File: src/logic/dmr_pkg.sv
// shared constants and types for the request-pin activation channel
package dmr_pkg;

  // default widths of the data path and of the transfer counters
  localparam int DMR_DATA_W  = 16;
  localparam int DMR_COUNT_W = 16;

  // values after reset
  localparam logic DMR_RST_ENABLE = 1'b0;  // channel disabled
  localparam logic DMR_RST_END_N  = 1'b1;  // end strobe idle high
  localparam logic DMR_RST_ARMED  = 1'b0;  // no request accepted

  // channel sequencing states
  typedef enum logic [1:0] {
    DMR_ST_IDLE = 2'b00,  // enabled or not, waiting for a request
    DMR_ST_MOVE = 2'b01,  // bus owned, units moving
    DMR_ST_FREE = 2'b10   // bus handed back for one cycle
  } dmr_state_t;

endpackage

File: src/logic/dmr_buf2.sv
// two-entry buffer with registered ready and valid on both sides
module dmr_buf2 import dmr_pkg::*; #(
  parameter int W = DMR_DATA_W
) (
  // clock and reset
  input  wire logic         mclk,
  input  wire logic         rst,
  // filling side
  input  wire logic         in_allow,
  input  wire logic         in_valid,
  input  wire logic [W-1:0] in_data,
  output logic              in_ready,
  // draining side
  output logic              out_valid,
  output logic [W-1:0]      out_data,
  input  wire logic         out_ready
);

  // whole buffer state
  typedef struct packed {
    logic [1:0]   count;   // words held
    logic [W-1:0] e0;      // head word
    logic [W-1:0] e1;      // second word
    logic         rdy;     // ready toward the filler
    logic         vld;     // valid toward the drainer
  } dmr_buf_t;

  dmr_buf_t s;       // registered state
  dmr_buf_t next_s;  // next state

  logic push;  // word taken in
  logic pop;   // word handed out

  // shifting storage keeps the head in e0 so the output is a flop
  always_comb begin
    next_s = s;
    push   = in_valid & s.rdy;
    pop    = s.vld & out_ready;
    next_s.count = s.count + {1'b0, push} - {1'b0, pop};
    if (pop && !push) begin
      // head leaves, second word moves up
      next_s.e0 = s.e1;
    end else if (push && !pop) begin
      // new word lands behind what is held
      if (s.count == 2'd0) begin
        next_s.e0 = in_data;
      end else begin
        next_s.e1 = in_data;
      end
    end else if (push && pop) begin
      // one in, one out
      if (s.count == 2'd1) begin
        next_s.e0 = in_data;
      end else begin
        next_s.e0 = s.e1;
        next_s.e1 = in_data;
      end
    end
    // ready is only offered with room left and the owner allowing it
    next_s.rdy = (next_s.count != 2'd2) && in_allow;
    next_s.vld = (next_s.count != 2'd0);
  end

  // state register
  always_ff @(posedge mclk) begin
    if (rst) begin
      s <= '0;
    end else begin
      s <= next_s;
    end
  end

  assign in_ready  = s.rdy;
  assign out_valid = s.vld;
  assign out_data  = s.e0;

endmodule

File: src/logic/dmr_channel.sv
// one channel activated by the active-low request pin
module dmr_channel import dmr_pkg::*; #(
  parameter int DW = DMR_DATA_W,
  parameter int CW = DMR_COUNT_W
) (
  // clock and reset
  input  wire logic          mclk,
  input  wire logic          rst,
  // software control
  input  wire logic          enable_wr,
  input  wire logic          enable_wdata,
  input  wire logic [CW-1:0] total_count,
  input  wire logic [CW-1:0] block_size,
  input  wire logic          request_enable,
  input  wire logic          edge_mode,
  input  wire logic          single_mode,
  input  wire logic          block_mode,
  input  wire logic          next_request_delay,
  // software status
  output logic               channel_enable_bit,
  output logic               channel_active_bit,
  output logic               request_pending,
  // pins
  input  wire logic          dma_request_n,
  output logic               transfer_end_n,
  output logic               bus_busy,
  // source side of the data path
  input  wire logic          src_valid,
  input  wire logic [DW-1:0] src_data,
  output logic               src_ready,
  // destination side of the data path
  output logic               dst_valid,
  output logic [DW-1:0]      dst_data,
  input  wire logic          dst_ready
);

  // whole channel state
  typedef struct packed {
    dmr_state_t    state;       // sequencing state
    logic          enable;      // channel enable bit
    logic          pending;     // latched transfer request
    logic          armed;       // pin sampling accepts a low
    logic          high_seen;   // edge mode saw the pin high
    logic          rearm_dly;   // level rearm postponed one cycle
    logic          busy;        // bus owned by the channel
    logic          end_n;       // end strobe, low one cycle
    logic [CW-1:0] fetch_left;  // units still to read this request
    logic [CW-1:0] put_left;    // units still to write this request
    logic [CW-1:0] total_left;  // units left in the whole transfer
  } dmr_chan_t;

  dmr_chan_t s;       // registered state
  dmr_chan_t next_s;  // next state

  logic buf_allow;  // buffer may offer ready next cycle
  logic src_hs;     // source word accepted
  logic dst_hs;     // destination word accepted (write done)

  // units moved for one accepted request
  function automatic logic [CW-1:0] units_per_req(
    input logic          single,
    input logic          block,
    input logic [CW-1:0] bsize
  );
    logic [CW-1:0] u;
    u = {{(CW-1){1'b0}}, 1'b1};
    // single address mode always one unit per request
    if (!single && block && (bsize != '0)) begin
      u = bsize;
    end
    return u;
  endfunction

  // count one down, saturating at zero
  function automatic logic [CW-1:0] dec1(input logic [CW-1:0] v);
    return (v == '0) ? v : v - {{(CW-1){1'b0}}, 1'b1};
  endfunction

  assign src_hs = src_valid & src_ready;
  assign dst_hs = dst_valid & dst_ready;

  // next-state logic of the channel
  always_comb begin
    next_s       = s;
    next_s.end_n = 1'b1;

    // software enable write
    if (enable_wr) begin
      if (enable_wdata && !s.enable) begin
        next_s.enable     = 1'b1;
        next_s.armed      = 1'b1;
        next_s.pending    = 1'b0;
        next_s.total_left = total_count;
      end else if (!enable_wdata) begin
        // stop: no new request taken, current one finishes
        next_s.enable  = 1'b0;
        next_s.pending = 1'b0;
        next_s.armed   = 1'b0;
      end
    end

    if (s.enable && s.armed && request_enable && !dma_request_n) begin
      next_s.pending = 1'b1;
    end

    if (s.enable && edge_mode && !s.armed && dma_request_n) begin
      next_s.high_seen = 1'b1;
      // after the cycle ended a late high still rearms
      if (s.state != DMR_ST_MOVE) begin
        next_s.armed = 1'b1;
      end
    end

    case (s.state)
      DMR_ST_IDLE: begin
        if (s.pending && s.enable && !(enable_wr && !enable_wdata)) begin
          next_s.state      = DMR_ST_MOVE;
          next_s.busy       = 1'b1;
          next_s.pending    = 1'b0;
          next_s.armed      = 1'b0;
          next_s.high_seen  = 1'b0;
          next_s.fetch_left = units_per_req(single_mode, block_mode, block_size);
          next_s.put_left   = units_per_req(single_mode, block_mode, block_size);
        end
      end
      DMR_ST_MOVE: begin
        if (src_hs) begin
          next_s.fetch_left = dec1(s.fetch_left);
        end
        if (dst_hs) begin
          next_s.put_left   = dec1(s.put_left);
          next_s.total_left = dec1(s.total_left);
          if (s.put_left == {{(CW-1){1'b0}}, 1'b1}) begin
            next_s.state = DMR_ST_FREE;
            next_s.busy  = 1'b0;
            if (s.total_left == {{(CW-1){1'b0}}, 1'b1}) begin
              next_s.enable  = 1'b0;
              next_s.armed   = 1'b0;
              next_s.pending = 1'b0;
              next_s.end_n   = 1'b0;
            end else if (next_s.enable) begin
              if (edge_mode) begin
                next_s.armed = s.high_seen | dma_request_n;
              end else begin
                next_s.armed     = !next_request_delay;
                next_s.rearm_dly = next_request_delay;
              end
            end
          end
        end
      end
      DMR_ST_FREE: begin
        next_s.state     = DMR_ST_IDLE;
        next_s.rearm_dly = 1'b0;
        if (s.rearm_dly && s.enable) begin
          next_s.armed = 1'b1;
        end
      end
      default: begin
        next_s.state = DMR_ST_IDLE;
        next_s.busy  = 1'b0;
      end
    endcase

    // source reads allowed only while this request still needs words
    buf_allow = (next_s.state == DMR_ST_MOVE) && (next_s.fetch_left != '0);
  end

  // state register
  always_ff @(posedge mclk) begin
    if (rst) begin
      s         <= '0;
      s.state   <= DMR_ST_IDLE;
      s.enable  <= DMR_RST_ENABLE;
      s.armed   <= DMR_RST_ARMED;
      s.end_n   <= DMR_RST_END_N;
    end else begin
      s <= next_s;
    end
  end

  // data path buffer, stalls by the destination back up to the source
  dmr_buf2 #(
    .W (DW)
  ) u_buf (
    .mclk      (mclk),
    .rst       (rst),
    .in_allow  (buf_allow),
    .in_valid  (src_valid),
    .in_data   (src_data),
    .in_ready  (src_ready),
    .out_valid (dst_valid),
    .out_data  (dst_data),
    .out_ready (dst_ready)
  );

  // status outputs straight from state flops
  assign channel_enable_bit = s.enable;
  assign channel_active_bit = s.busy;
  assign request_pending    = s.pending;
  assign transfer_end_n     = s.end_n;
  assign bus_busy           = s.busy;

endmodule

File: config.mk
export PLATFORM = sky130hd
export DESIGN_NAME = dmr_channel
export DESIGN_NICKNAME = d
export VERILOG_FILES = /design/src/logic/dmr_pkg.sv /design/src/logic/dmr_buf2.sv /design/src/logic/dmr_channel.sv
export SDC_FILE = /design/constraint.sdc
export NUM_CORES = 1
export LEC_CHECK = 0
export ABC_AREA = 1
export BUFFER_PORTS_ARGS = -buffer_cell sky130_fd_sc_hd__buf_2
export CAP_MARGIN = 10
export CORE_ASPECT_RATIO = 2
export CORE_MARGIN = 3
export CORE_UTILIZATION = 38
export CTS_BUF_LIST = sky130_fd_sc_hd__clkbuf_4
export CTS_CLUSTER_DIAMETER = 150
export DETAILED_ROUTE_END_ITERATION = 10
export PLACE_DENSITY = 0.55
export SYNTH_ARGS = -nofsm -noshare
export SYNTH_HDL_FRONTEND = slang
export SYNTH_SLANG_ARGS = --single-unit
File: constraint.sdc
create_clock -name mclk -period 5.5 [get_ports mclk]
set_clock_uncertainty 0.2 [all_clocks]
set_input_delay 0.275 -clock mclk [delete_from_list [all_inputs] [get_ports mclk]]
set_output_delay 0.275 -clock mclk [all_outputs]
set_load 0.01 [all_outputs]
==> metrics.md, run 1 <==
| Metric | Value |
|---|---|
| Outcome | finished, final reports clean |
| Final WL | 17.4 mm |
| Crit path largest cell delay | 0.84 ns |
| Initial Util | 0.392 |
| Placer Congestion | 0.909 |
| Post-CTS Hold Buffers | 38 |
| Worst-Skew Late Latency | 0.48 ns |
| Average size of a mapped cell | between 6 and 7 sq um |
| Final net count | between 1000 and 1500 |
| Most used cell, CP | inv_2 |
| Worst path cell trace | inv_2 -> nor2_4 -> inv_2 -> nor2_4 -> inv_2 -> nand2_1 -> nand2_2 -> inv_4 -> nand2_1 -> o221ai_1 -> inv_1 |
| FF+latch count, synth | 93 |
| Post-CTS Setup Inserts | 0 |
| Core box area | 15000 sq um |
| First-pass GRT wire length | 28.3 mm |
| Synth async-reset ratio | 0 |
| CTS buffer count | 9 |
| Buffers and inverters on the worst path | 5 |
| Multi-input logic area | 3240 sq um |
| Final setup violation count | 0 |
| Layout cells sized above 1 | 0.136 |
| Critical Path RT | approximately 5.7 ns |
| Pwr Density | 199 nW/um^2 |
| Final hold slack | 0.0386 ns |
| Hold path depth | 3 |
| Port buffer count | between 80 and 90 |
| Clk sinks | 93 |
| IO Pins | a little over 80 |
| DRC Markers | 0 |
| Die Span Y | roughly 180 microns |
| Initial drt markers | 259 |
| Synth Flop Type | dfxtp_1 |
| Cell area after synthesis | ~5900 sq um |
| DR vias | 6066 |
| Vias in the first global route | 5889 |
| Die width | 93.9 microns |
| Fmax | 301 MHz |
| Grt ovf | 0 |
| Register area share after synthesis | 0.317 |
| R2R depth | 11 |
| Crit share post-route | 0.604 |
| Post-Synthesis Cells | 934 |
| Least-Margin Pin Slew | 1.09 ns |
| CP Max Fanout | 33 |
| DR pass1 iterations | 4 |
| Final Hold Vio Count | 0 |
| CP Launch Type | flip-flop |
| CP endpoint kind | flip-flop |
| Finished Core Util | 0.452 |
| Final Max Slew Viols | 0 |
| Max-cap viol count | 0 |
| Worst path top cell family by delay | simple AND/OR/NAND/NOR gates |
| Sequential Area | 1860 sq um |
| Die ar. | 17100 sq um |
| TNS Setup | 0 ns |
| H-tree depth | 3 |
| Slowest cell on the critical path | dfxtp_1 |
| VDD IR max | 0.0000904 V |
| Max_slew headroom | 0.275 |
| CTS tree | yes |
| Data arrival, critical path | 3.51 ns |
| Synth warn | 0 |
| Avg WL per Cell | 14.4 microns |
| Hold WC Path Type | in2reg |
| Row count | 63 |
| Initial antenna violation count | 1 |
| Leak | 3.33 nW |
| Unique cell type count in the Yosys netlist | 44 |
| Post-CTS Resized | 0 |
| Synthesized Nets | 1001 |
| Vias per inst | 5.00 |
| EDFF count, synth | 0 |
| Area Overhead vs Synth | 15.3% |
| RSZ-0062 raised after global routing | no |
| WP depth | 11 |
| CP Class | reg2reg |
| Fill count | 1656 |
| Detailed placement HPWL | 12.9 mm |
| Pin count of the biggest net entering global routing | 54 |
| CTS Root Cell | clkbuf_4 |
| Antenna viol nets, final | 0 |
| CTS Buffer Depth | 2 |
| Minimum clock period | 3.32 ns |
| GRT Total Usage | 0.209 |
| CTS clk-pin slew, worst paths | 0.16 ns |
cell families (layout without fill, tap and decap cells):
| logic type | after synthesis | in the layout | share of synthesized area |
|---|---|---|---|
| AOI/OAI and AO/OA | 209 | 209 | 0.200 |
| xor gates and xnor gates | 7 | 7 | 0.0104 |
| adders and majority gates | 7 | 7 | 0.0149 |
| buffers and inverters | 181 | 265 | 0.135 |
| DFF | 93 | 93 | 0.317 |
| other | 0 | 1 | 0 |
| and+or+nand+nor | 437 | 437 | 0.322 |
synthesized netlist by cell type (7+ instances only):
cell type	count	area (sq um)
nand2_1	207	777
nor2_1	124	465
inv_1	121	454
o21ai_0	99	495
dfxtp_1	93	1860
a21oi_1	67	335
nand3_1	54	270
buf_4	20	150
clkbuf_1	19	71.3
nand4_1	13	81.3
buf_2	10	50.1
nor3_1	9	45.0
o211ai_1	9	67.6
nor2_2	8	50.1
a31oi_1	7	43.8
ha_1	7	87.6
layout make-up:
type	count	area share
Sequential cell	93	0.275
Clock inverter	7	0.0118
Inverter	128	0.0713
Clock buffer	9	0.00997
Tap cell	195	0.0360
Antenna cell	1	0.000369
Multi-Input combinational cell	660	0.478
Timing Repair Buffer	121	0.118
tightest hold or removal path, cell delays in order:
cell       delay, ns
buf_2           0.11
o31ai_1         0.23
a2111oi_1       0.05
registers in the layout, summed over array words and instances (netlist names):
name / count
u_buf.in_ready: 1
channel_enable_bit: 1
request_pending: 1
u_buf.out_data: 16
transfer_end_n: 1
u_buf.s: 18
s: 53
bus_busy: 1
u_buf.out_valid: 1
placed cells by master, fill, tap and decap left out, types with 3 or more instances in the layout:
cell type | netlist | layout
nand2_1 | 207 | 207
nand2_2 | 6 | 6
a311oi_1 | 3 | 3
o21ai_0 | 99 | 98
nor3_1 | 9 | 9
o22ai_1 | 4 | 4
ha_1 | 7 | 7
dlygate4sd3_1 | 0 | 38
xor2_1 | 4 | 4
nor3_2 | 3 | 3
o221ai_1 | 3 | 3
a21oi_1 | 67 | 67
nor2_2 | 8 | 8
nor2_4 | 4 | 4
xnor2_1 | 3 | 3
inv_2 | 6 | 6
buf_2 | 10 | 82
o211ai_1 | 9 | 9
nand3_1 | 54 | 54
clkbuf_4 | 0 | 9
nand3_2 | 4 | 4
nor2_1 | 124 | 124
a31oi_1 | 7 | 7
inv_1 | 121 | 121
dfxtp_1 | 93 | 93
o31ai_1 | 4 | 3
nand4_1 | 13 | 13
metal layers:
layer,global-route usage,vias to the layer above,part of all wire
met5,0,-,0
met4,0.0961,0,0.037
met3,0.0220,37,0.025
met2,0.394,116,0.54
met1,0.225,2730,0.40
li1,-,3183,-
metrics by stage:
stage | worst slack [ns] | cells | total power, mW | area (sq um)
3_5_place_dp | 2.15 | 1159 | 0.957 | 6240
6_report | 2.18 | 1214 | 1.35 | 6780
4_1_cts | 2.17 | 1213 | 1.37 | 6770
5_1_grt | 1.87 | 1214 | 1.43 | 6780
2_1_floorplan | 3.50 | 934 | 0.897 | 5870
3_3_place_gp | 2.25 | 1159 | 0.957 | 6240
power breakdown:
group          switching, mW  leakage [nW]  total, mW  internal (mW)
combinational          0.143          2.50      0.238         0.0954
clock                  0.281        0.0761      0.390          0.109
sequential            0.0190         0.754      0.723          0.704
final timing paths:
path / startpoint / end / slack (ns)
min reg2reg: s[23]$_SDFFE_PP0P_ / s[23]$_SDFFE_PP0P_ / 0.30
max reg2reg: s[55]$_SDFF_PP0_ / s[27]$_SDFFE_PP0P_ / 2.18
min: total_count[15] / s[15]$_SDFFE_PP0P_ / 0.04
max: s[55]$_SDFF_PP0_ / s[27]$_SDFFE_PP0P_ / 2.18
Note: power is estimated with default switching activity, not from simulation.
==> inputs of run 2 (changes only) <==
--- a/config.mk
+++ b/config.mk
@@ -5,7 +5,7 @@
 export SDC_FILE = /design/constraint.sdc
 export NUM_CORES = 1
 export LEC_CHECK = 0
-export ABC_AREA = 1
+export ABC_AREA = 0
 export BUFFER_PORTS_ARGS = -buffer_cell sky130_fd_sc_hd__buf_2
 export CAP_MARGIN = 10
 export CORE_ASPECT_RATIO = 2
@@ -14,7 +14,7 @@
 export CTS_BUF_LIST = sky130_fd_sc_hd__clkbuf_4
 export CTS_CLUSTER_DIAMETER = 150
 export DETAILED_ROUTE_END_ITERATION = 10
-export PLACE_DENSITY = 0.55
+export PLACE_DENSITY = 0.57
 export SYNTH_ARGS = -nofsm -noshare
 export SYNTH_HDL_FRONTEND = slang
 export SYNTH_SLANG_ARGS = --single-unit
==> constraint.sdc (replaced) <==
create_clock -name mclk -period 2.8 [get_ports mclk]
set_clock_uncertainty 0.2 [all_clocks]
set_input_delay 0.14 -clock mclk [delete_from_list [all_inputs] [get_ports mclk]]
set_output_delay 0.14 -clock mclk [all_outputs]
set_load 0.01 [all_outputs]
==> metrics.md, run 2 <==
| Metric | Value |
|---|---|
| Outcome | finished, final reports clean |
| Least-Margin Pin Slew | 0.647 ns (-0.440 ns) |
| FF+latch count, synth | 93 (unchanged) |
| Grt ovf | 0 (unchanged) |
| Port buffer count | 82 (unchanged) |
| Fill count | 1284 (-22%) |
| Data arrival, critical path | 2.91 ns (-0.60 ns) |
| Synth Flop Type | dfxtp_1 |
| Post-Synthesis Cells | 649 (-31%) |
| Top cell type's share of synthesized area | 0.357 (+0.0404) |
| Top reg by flops | s |
| Detailed placement HPWL | 13.1 mm (+1.7%) |
| Max reg flops | 53 (unchanged) |
| Pwr Density | 419 nW/um^2 (+110%) |
| Initial Util | 0.394 (+0.00205) |
| Final setup violation count | 0 (unchanged) |
| Final WL | 17.6 mm (+1.1%) |
| Biggest area consumer among synthesized cells | dfxtp_1 |
| Synth cell count leaders | 104 x nor2_1, 93 x dfxtp_1, 46 x nand2_1 |
| DR pass1 iterations | 5 (+1) |
| Crit. Startpoint | s[39]$_SDFF_PP0_ |
| Critical Path RT | 2.97 ns (-2.71 ns) |
| Vias in the first global route | 5622 (-4.5%) |
| Antenna viol nets, final | 0 (unchanged) |
| Fmax | 365 MHz (+21%) |
| IO Pins | 83 (unchanged) |
| Crit share post-route | 0.979 (+0.375) |
| Critical R2R Launch | s[39]$_SDFF_PP0_ |
| CTS Buffer Depth | 2 (unchanged) |
| VDD IR max | 0.000393 V (+340%) |
| Final Max Slew Viols | 0 (unchanged) |
| Initial antenna violation count | 1 (unchanged) |
| Worst-Skew Late Latency | 0.48 ns (about the same) |
| RSZ-0062 raised after global routing | yes |
| GRT Total Usage | 0.237 (+0.0281) |
| Hold WC Path Type | in2reg |
| Most used cell, CP | or4_4 |
| Max_slew headroom | 0.569 (+0.294) |
| Commonest cells after routing, fill and taps aside | 104 x nor2_1, 92 x dfxtp_1, 82 x buf_2 |
| Cells taking the most area after synthesis | dfxtp_1 36%, mux2i_1 7.7%, nor2_1 7.5%, o21ai_0 3.5%, a211oi_1 3.3% |
| Hold path depth | 5 (+2) |
| Post-CTS Setup Inserts | 0 (unchanged) |
| Most frequent cell after synthesis | nor2_1 |
| Vias per inst | 5.80 (+16%) |
| Minimum clock period | 2.74 ns (-0.583 ns) |
| Commonest non-fill, non-tap cell in the layout | nor2_1 |
| Row count | 59 (-6.3%) |
| Final net count | 869 (-20%) |
| CP Max Fanout | 5 (-85%) |
| Average size of a mapped cell | 8.03 sq um (+28%) |
| Final hold slack | 0.0644 ns (+0.0258 ns) |
| CTS tree | yes |
| Layout cells sized above 1 | 0.219 (+0.0838) |
| Leak | 2.83 nW (-15%) |
| H-tree depth | 3 (unchanged) |
| CTS buffer count | 9 (unchanged) |
| Max-cap viol count | 0 (unchanged) |
| Crit path largest cell delay | 0.55 ns (-0.29 ns) |
| Area Overhead vs Synth | 29.5% |
| DR vias | 5570 (-8.2%) |
| R2R depth | 7 (-4) |
| CP Launch Type | flip-flop |
| Clk sinks | 93 (unchanged) |
| EDFF count, synth | 0 (unchanged) |
| Register area share after synthesis | 0.357 (+0.0404) |
| Slowest cell on the critical path | or4_4 |
| Initial drt markers | 228 (-12%) |
| Synth warn | 0 (unchanged) |
| Cell area after synthesis | 5210 sq um (-11%) |
| Die Span Y | 172 microns (-5.6%) |
| CTS clk-pin slew, worst paths | 0.18 ns (+0.02 ns) |
| Final Hold Vio Count | 0 (unchanged) |
| Worst path cell trace | or4_4 -> or4_4 -> a211o_1 -> a21oi_2 -> nand4_1 -> nor4_2 -> a31oi_1 |
| Placer Congestion | 0.933 (+2.7%) |
| CP endpoint kind | flip-flop |
| Synthesized Nets | 716 (-28%) |
| CP Class | reg2reg |
| DRC Markers | 0 (unchanged) |
| CTS Root Cell | clkbuf_4 |
| Total power | 2.83 mW (+110%) |
| Die ar. | 15200 sq um (-11%) |
| Unique cell type count in the Yosys netlist | 69 (+57%) |
| Hold Startpoint | dst_ready |
| Synth async-reset ratio | 0 (unchanged) |
| Avg WL per Cell | 18.4 microns (+28%) |
| Core box area | 13200 sq um (-12%) |
| Die width | 88.8 microns (-5.5%) |
| Pin count of the biggest net entering global routing | 39 (-28%) |
| First-pass GRT wire length | 28.0 mm (-1.2%) |
## run 2: cell count changes after synthesis, sizes merged, moves of 22 or more
cell    previous run  this run
a211oi             1        23
a21oi             67        32
inv              128        13
mux2i              0        40
nand2            213        47
nand3             59        15
nor2             136       104
o21ai            100        37
## run 2: cells by family (layout without fill, tap and decap cells)
group | count (synthesis) | after routing | synth area share
other | 0 | 1 | 0
XOR/XNOR | 6 | 6 | 0.0101
buffers and inverters | 65 | 223 | 0.0634
multiplexers | 40 | 40 | 0.0768
flip-flops | 93 | 93 | 0.357
adder cells (fa/ha/maj) | 7 | 7 | 0.0168
AND/OR/NAND/NOR | 276 | 276 | 0.263
AO/OA/AOI/OAI | 162 | 162 | 0.213
## run 2: final timing paths
kind                               endpoint  slack (ns)
hold / removal            s[0]$_SDFFE_PP0P_        0.06
hold reg to reg          s[26]$_SDFFE_PP0P_        0.27
setup / recovery  u_buf.in_ready$_SDFF_PP0_        0.06
setup reg to reg  u_buf.in_ready$_SDFF_PP0_        0.06
## run 2: layout make-up
cell class                      instances  area [sq um]  share of cell area
Clock buffer                            9          67.6              0.0100
Tap cell                              152           190              0.0282
Timing Repair Buffer                  194          1410               0.209
Inverter                               13          48.8             0.00723
Clock inverter                          7          88.8              0.0132
Antenna cell                            1          2.50            0.000371
Multi-Input combinational cell        491          3080               0.456
Sequential cell                        93          1860               0.276
## run 2: stage by stage
step | TNS, ns | utilization | cells | cell area (sq um) | worst slack [ns]
4_1_cts | 0 | 0.509 | 959 | 6730 | 0.0326
3_5_place_dp | -0.0326 | 0.452 | 884 | 5970 | -0.0326
2_1_floorplan | 0 | - | 649 | 5210 | 0.115
6_report | 0 | 0.511 | 960 | 6750 | 0.0590
3_3_place_gp | 0 | 0.452 | 884 | 5970 | 0.0168
5_1_grt | -0.0321 | 0.511 | 960 | 6750 | -0.0321
## run 2: repair_timing
| action | in CTS | in global routing |
|---|---|---|
| resized for setup | 2 | 4 |
| cloned | 0 | 0 |
| hold buffers | 59 | 0 |
| setup endpoints to repair | 1 | 2 |
| hold endpoints to repair | 79 | 0 |
| pin swaps | 0 | 0 |
## run 2: critical path, delay by kind of cell, from the launching register on
family,cells,cell delay (ns)
AO/OA/AOI/OAI,3,0.59
flip-flops,1,0.38
AND/OR/NAND/NOR,4,1.46
## run 2: per-layer routing
metal | vias to the layer above | GRT usage | routed length (microns) | share of wire
met3 | 57 | 0.0326 | 735 | 0.042
li1 | 2691 | - | - | -
met5 | - | 0 | 0 | 0
met4 | 0 | 0.142 | 1040 | 0.059
met2 | 184 | 0.417 | 9220 | 0.52
met1 | 2638 | 0.261 | 6650 | 0.38
## run 2: power by group
group	internal (mW)	leakage (nW)	switching, mW
clock	0.298	0.0829	0.546
sequential	1.39	0.753	0.0517
combinational	0.257	1.99	0.287
total	1.94	2.83	0.885
==> inputs of run 3 (changes only) <==
--- a/config.mk
+++ b/config.mk
@@ -7,14 +7,13 @@
 export LEC_CHECK = 0
 export ABC_AREA = 0
 export BUFFER_PORTS_ARGS = -buffer_cell sky130_fd_sc_hd__buf_2
-export CAP_MARGIN = 10
 export CORE_ASPECT_RATIO = 2
 export CORE_MARGIN = 3
-export CORE_UTILIZATION = 38
+export CORE_UTILIZATION = 40
 export CTS_BUF_LIST = sky130_fd_sc_hd__clkbuf_4
 export CTS_CLUSTER_DIAMETER = 150
 export DETAILED_ROUTE_END_ITERATION = 10
-export PLACE_DENSITY = 0.57
+export PLACE_DENSITY = 0.6
 export SYNTH_ARGS = -nofsm -noshare
 export SYNTH_HDL_FRONTEND = slang
 export SYNTH_SLANG_ARGS = --single-unit
==> metrics.md, run 3 (synthesis results as in run 2) <==
| Metric | Value |
|---|---|
| RSZ-0062 raised after global routing | no |
| Final hold slack | 0.0377 ns (-0.0267 ns) |
| Worst-Skew Late Latency | 0.46 ns (-0.02 ns) |
| Max-cap viol count | 0 (unchanged) |
| Initial antenna violation count | 1 (unchanged) |
| Register share of total power | 0.530 (+0.021) |
| Least-Margin Pin Slew | 1.19 ns (+0.546 ns) |
| Avg WL per Cell | 18.5 microns (+0.91%) |
| CP Launch Type | flip-flop |
| Final WL | 17.6 mm (about the same) |
| Crit share post-route | 0.953 (-0.0257) |
| Commonest non-fill, non-tap cell in the layout | nor2_1 |
| Minimum clock period | 2.67 ns (-0.0719 ns) |
| Max reg flops | 53 (unchanged) |
| Area Overhead vs Synth | 28.8% |
| CTS clk-pin slew, worst paths | 0.17 ns (about the same) |
| Vias in the first global route | 5650 (+0.50%) |
| IO Pins | 83 (unchanged) |
| H-tree depth | 3 (unchanged) |
| CTS tree | yes |
| Antenna viol nets, final | 0 (unchanged) |
| Gr busiest metal | met2 |
| Initial drt markers | 332 (+46%) |
| TNS Setup | 0 ns (unchanged) |
| Clock network power share | 0.272 (-0.027) |
| Port buffer count | 82 (unchanged) |
| Data arrival, critical path | 2.83 ns (-0.08 ns) |
| CTS Root Cell | clkbuf_4 |
| Fmax | 375 MHz (+2.7%) |
| VDD IR max | 0.000337 V (-14%) |
| Pint | 1.84 mW (-5.2%) |
| Comb pwr share | 0.198 (+0.006) |
| Crit path largest cell delay | 0.54 ns (about the same) |
| CP endpoint kind | flip-flop |
| DR vias | 5653 (+1.5%) |
| Grt ovf | 0 (unchanged) |
| NetSw | 0.861 mW (-2.7%) |
| Vias per inst | 5.94 (+2.5%) |
| Critical Path RT | 2.96 ns (about the same) |
| CTS Buffer Depth | 2 (unchanged) |
| Core box area | 12600 sq um (-4.4%) |
| Final net count | 862 (-0.81%) |
| Max_slew headroom | 0.205 (-0.364) |
| Worst path top cell family by delay | simple AND/OR/NAND/NOR gates |
| Switching part of the total | 0.319 (+0.00558) |
| Commonest cells after routing, fill and taps aside | 104 x nor2_1, 93 x dfxtp_1, 82 x buf_2 |
| Final Max Slew Viols | 0 (unchanged) |
| GRT met2 Usage | 0.442 (+0.0255) |
| Hold WC Path Type | in2reg |
| DRC Markers | 0 (unchanged) |
| Placer Congestion | 0.989 (+6.1%) |
| CP Max Fanout | 4 (-1) |
| Finished Core Util | 0.532 (+0.0209) |
| DR pass1 iterations | 5 (unchanged) |
| Total power | 2.70 mW (-4.4%) |
| CP Class | reg2reg |
| Worst path cell trace | or4_4 -> or3_1 -> nor3_4 -> buf_4 -> nor4_1 -> o21ai_0 -> and3b_1 -> a31oi_1 |
| CTS buffer count | 9 (unchanged) |
| Detailed placement HPWL | 13.1 mm (-0.59%) |
| Final Hold Vio Count | 0 (unchanged) |
| Die width | 86.7 microns (-2.4%) |
| Layout cells sized above 1 | 0.223 (+0.00317) |
| Die ar. | 14500 sq um (-4.7%) |
| Slowest cell on the critical path | or4_4 |
| Buffers and inverters on the worst path | 1 (+1) |
| Top reg by flops | s |
| GRT Total Usage | 0.247 (+0.00963) |
| Leak | 2.78 nW (-1.6%) |
| Final setup violation count | 0 (unchanged) |
| Clk sinks | 93 (unchanged) |
| Row count | 58 (-1.7%) |
| Initial Util | 0.413 (+0.0183) |
| Die Span Y | 167 microns (-2.4%) |
| First-pass GRT wire length | 28.2 mm (+0.66%) |
| Met1 Use GR | 0.262 (+0.000601) |
| Outcome | finished, final reports clean |
| Grt met3 use | 0.0369 (+0.00433) |
| Pin count of the biggest net entering global routing | 39 (unchanged) |
| Pwr Density | 403 nW/um^2 (-3.9%) |
[run 3: worst paths after layout]
path / startpoint / end / slack (ns) / depth (start not counted)
max: s[47]$_SDFF_PP0_ / u_buf.in_ready$_SDFF_PP0_ / 0.13 / 8
min: enable_wdata / s[5]$_SDFFE_PP0P_ / 0.04 / 4
max reg2reg: s[47]$_SDFF_PP0_ / u_buf.in_ready$_SDFF_PP0_ / 0.13 / 8
min reg2reg: s[26]$_SDFFE_PP0P_ / s[26]$_SDFFE_PP0P_ / 0.27 / 2
[run 3: power groups by stage]
stage	registers [mW]	clock network [mW]	logic (mW)
2_1_floorplan	1.45	0	0.339
3_3_place_gp	1.46	0	0.466
3_5_place_dp	1.46	0	0.477
4_1_cts	1.43	0.757	0.534
5_1_grt	1.44	0.815	0.594
6_report	1.43	0.734	0.535
[run 3: repair_timing]
item	4_1_cts	5_1_grt
buffers inserted	0	1
pin swaps	1	5
endpoints found under the hold margin	74	0
resized for setup	0	13
endpoints found under the setup margin	1	4
hold buffers	56	0
[run 3: cell type report]
| type | instances | area (sq um) |
|---|---|---|
| fill | 1248 | 5920 |
| multi-input combinational | 491 | 3110 |
| sequential | 93 | 1860 |
| timing repair buffer | 187 | 1360 |
| tap | 150 | 188 |
| clock buffer | 9 | 67.6 |
| clock inverter | 7 | 66.3 |
| inverter | 13 | 48.8 |
| antenna | 1 | 2.50 |
[run 3: through the flow]
step | setup slack [ns] | instances | area (sq um)
after floorplan | 0.115 | 649 | 5210
after global placement | 0.0548 | 877 | 5940
after detailed placement | 0.00276 | 877 | 5940
after CTS | 0.00287 | 949 | 6640
after global routing | 0.000165 | 951 | 6710
final | 0.131 | 951 | 6710
[run 3: worst reg2reg max path, delay by kind of cell, from the launching register on]
family | cells | cell delay (ns)
compound gates | 2 | 0.33
buf+inv | 1 | 0.17
flops | 1 | 0.40
simple gates | 5 | 1.49
[run 3: metal layers]
layer  wire (microns)  share of wire  up-vias
met5                0              0        -
met3              830          0.047       71
met4             1220          0.069        0
met2             9080           0.51      214
li1                 -              -     2690
met1             6510           0.37     2678
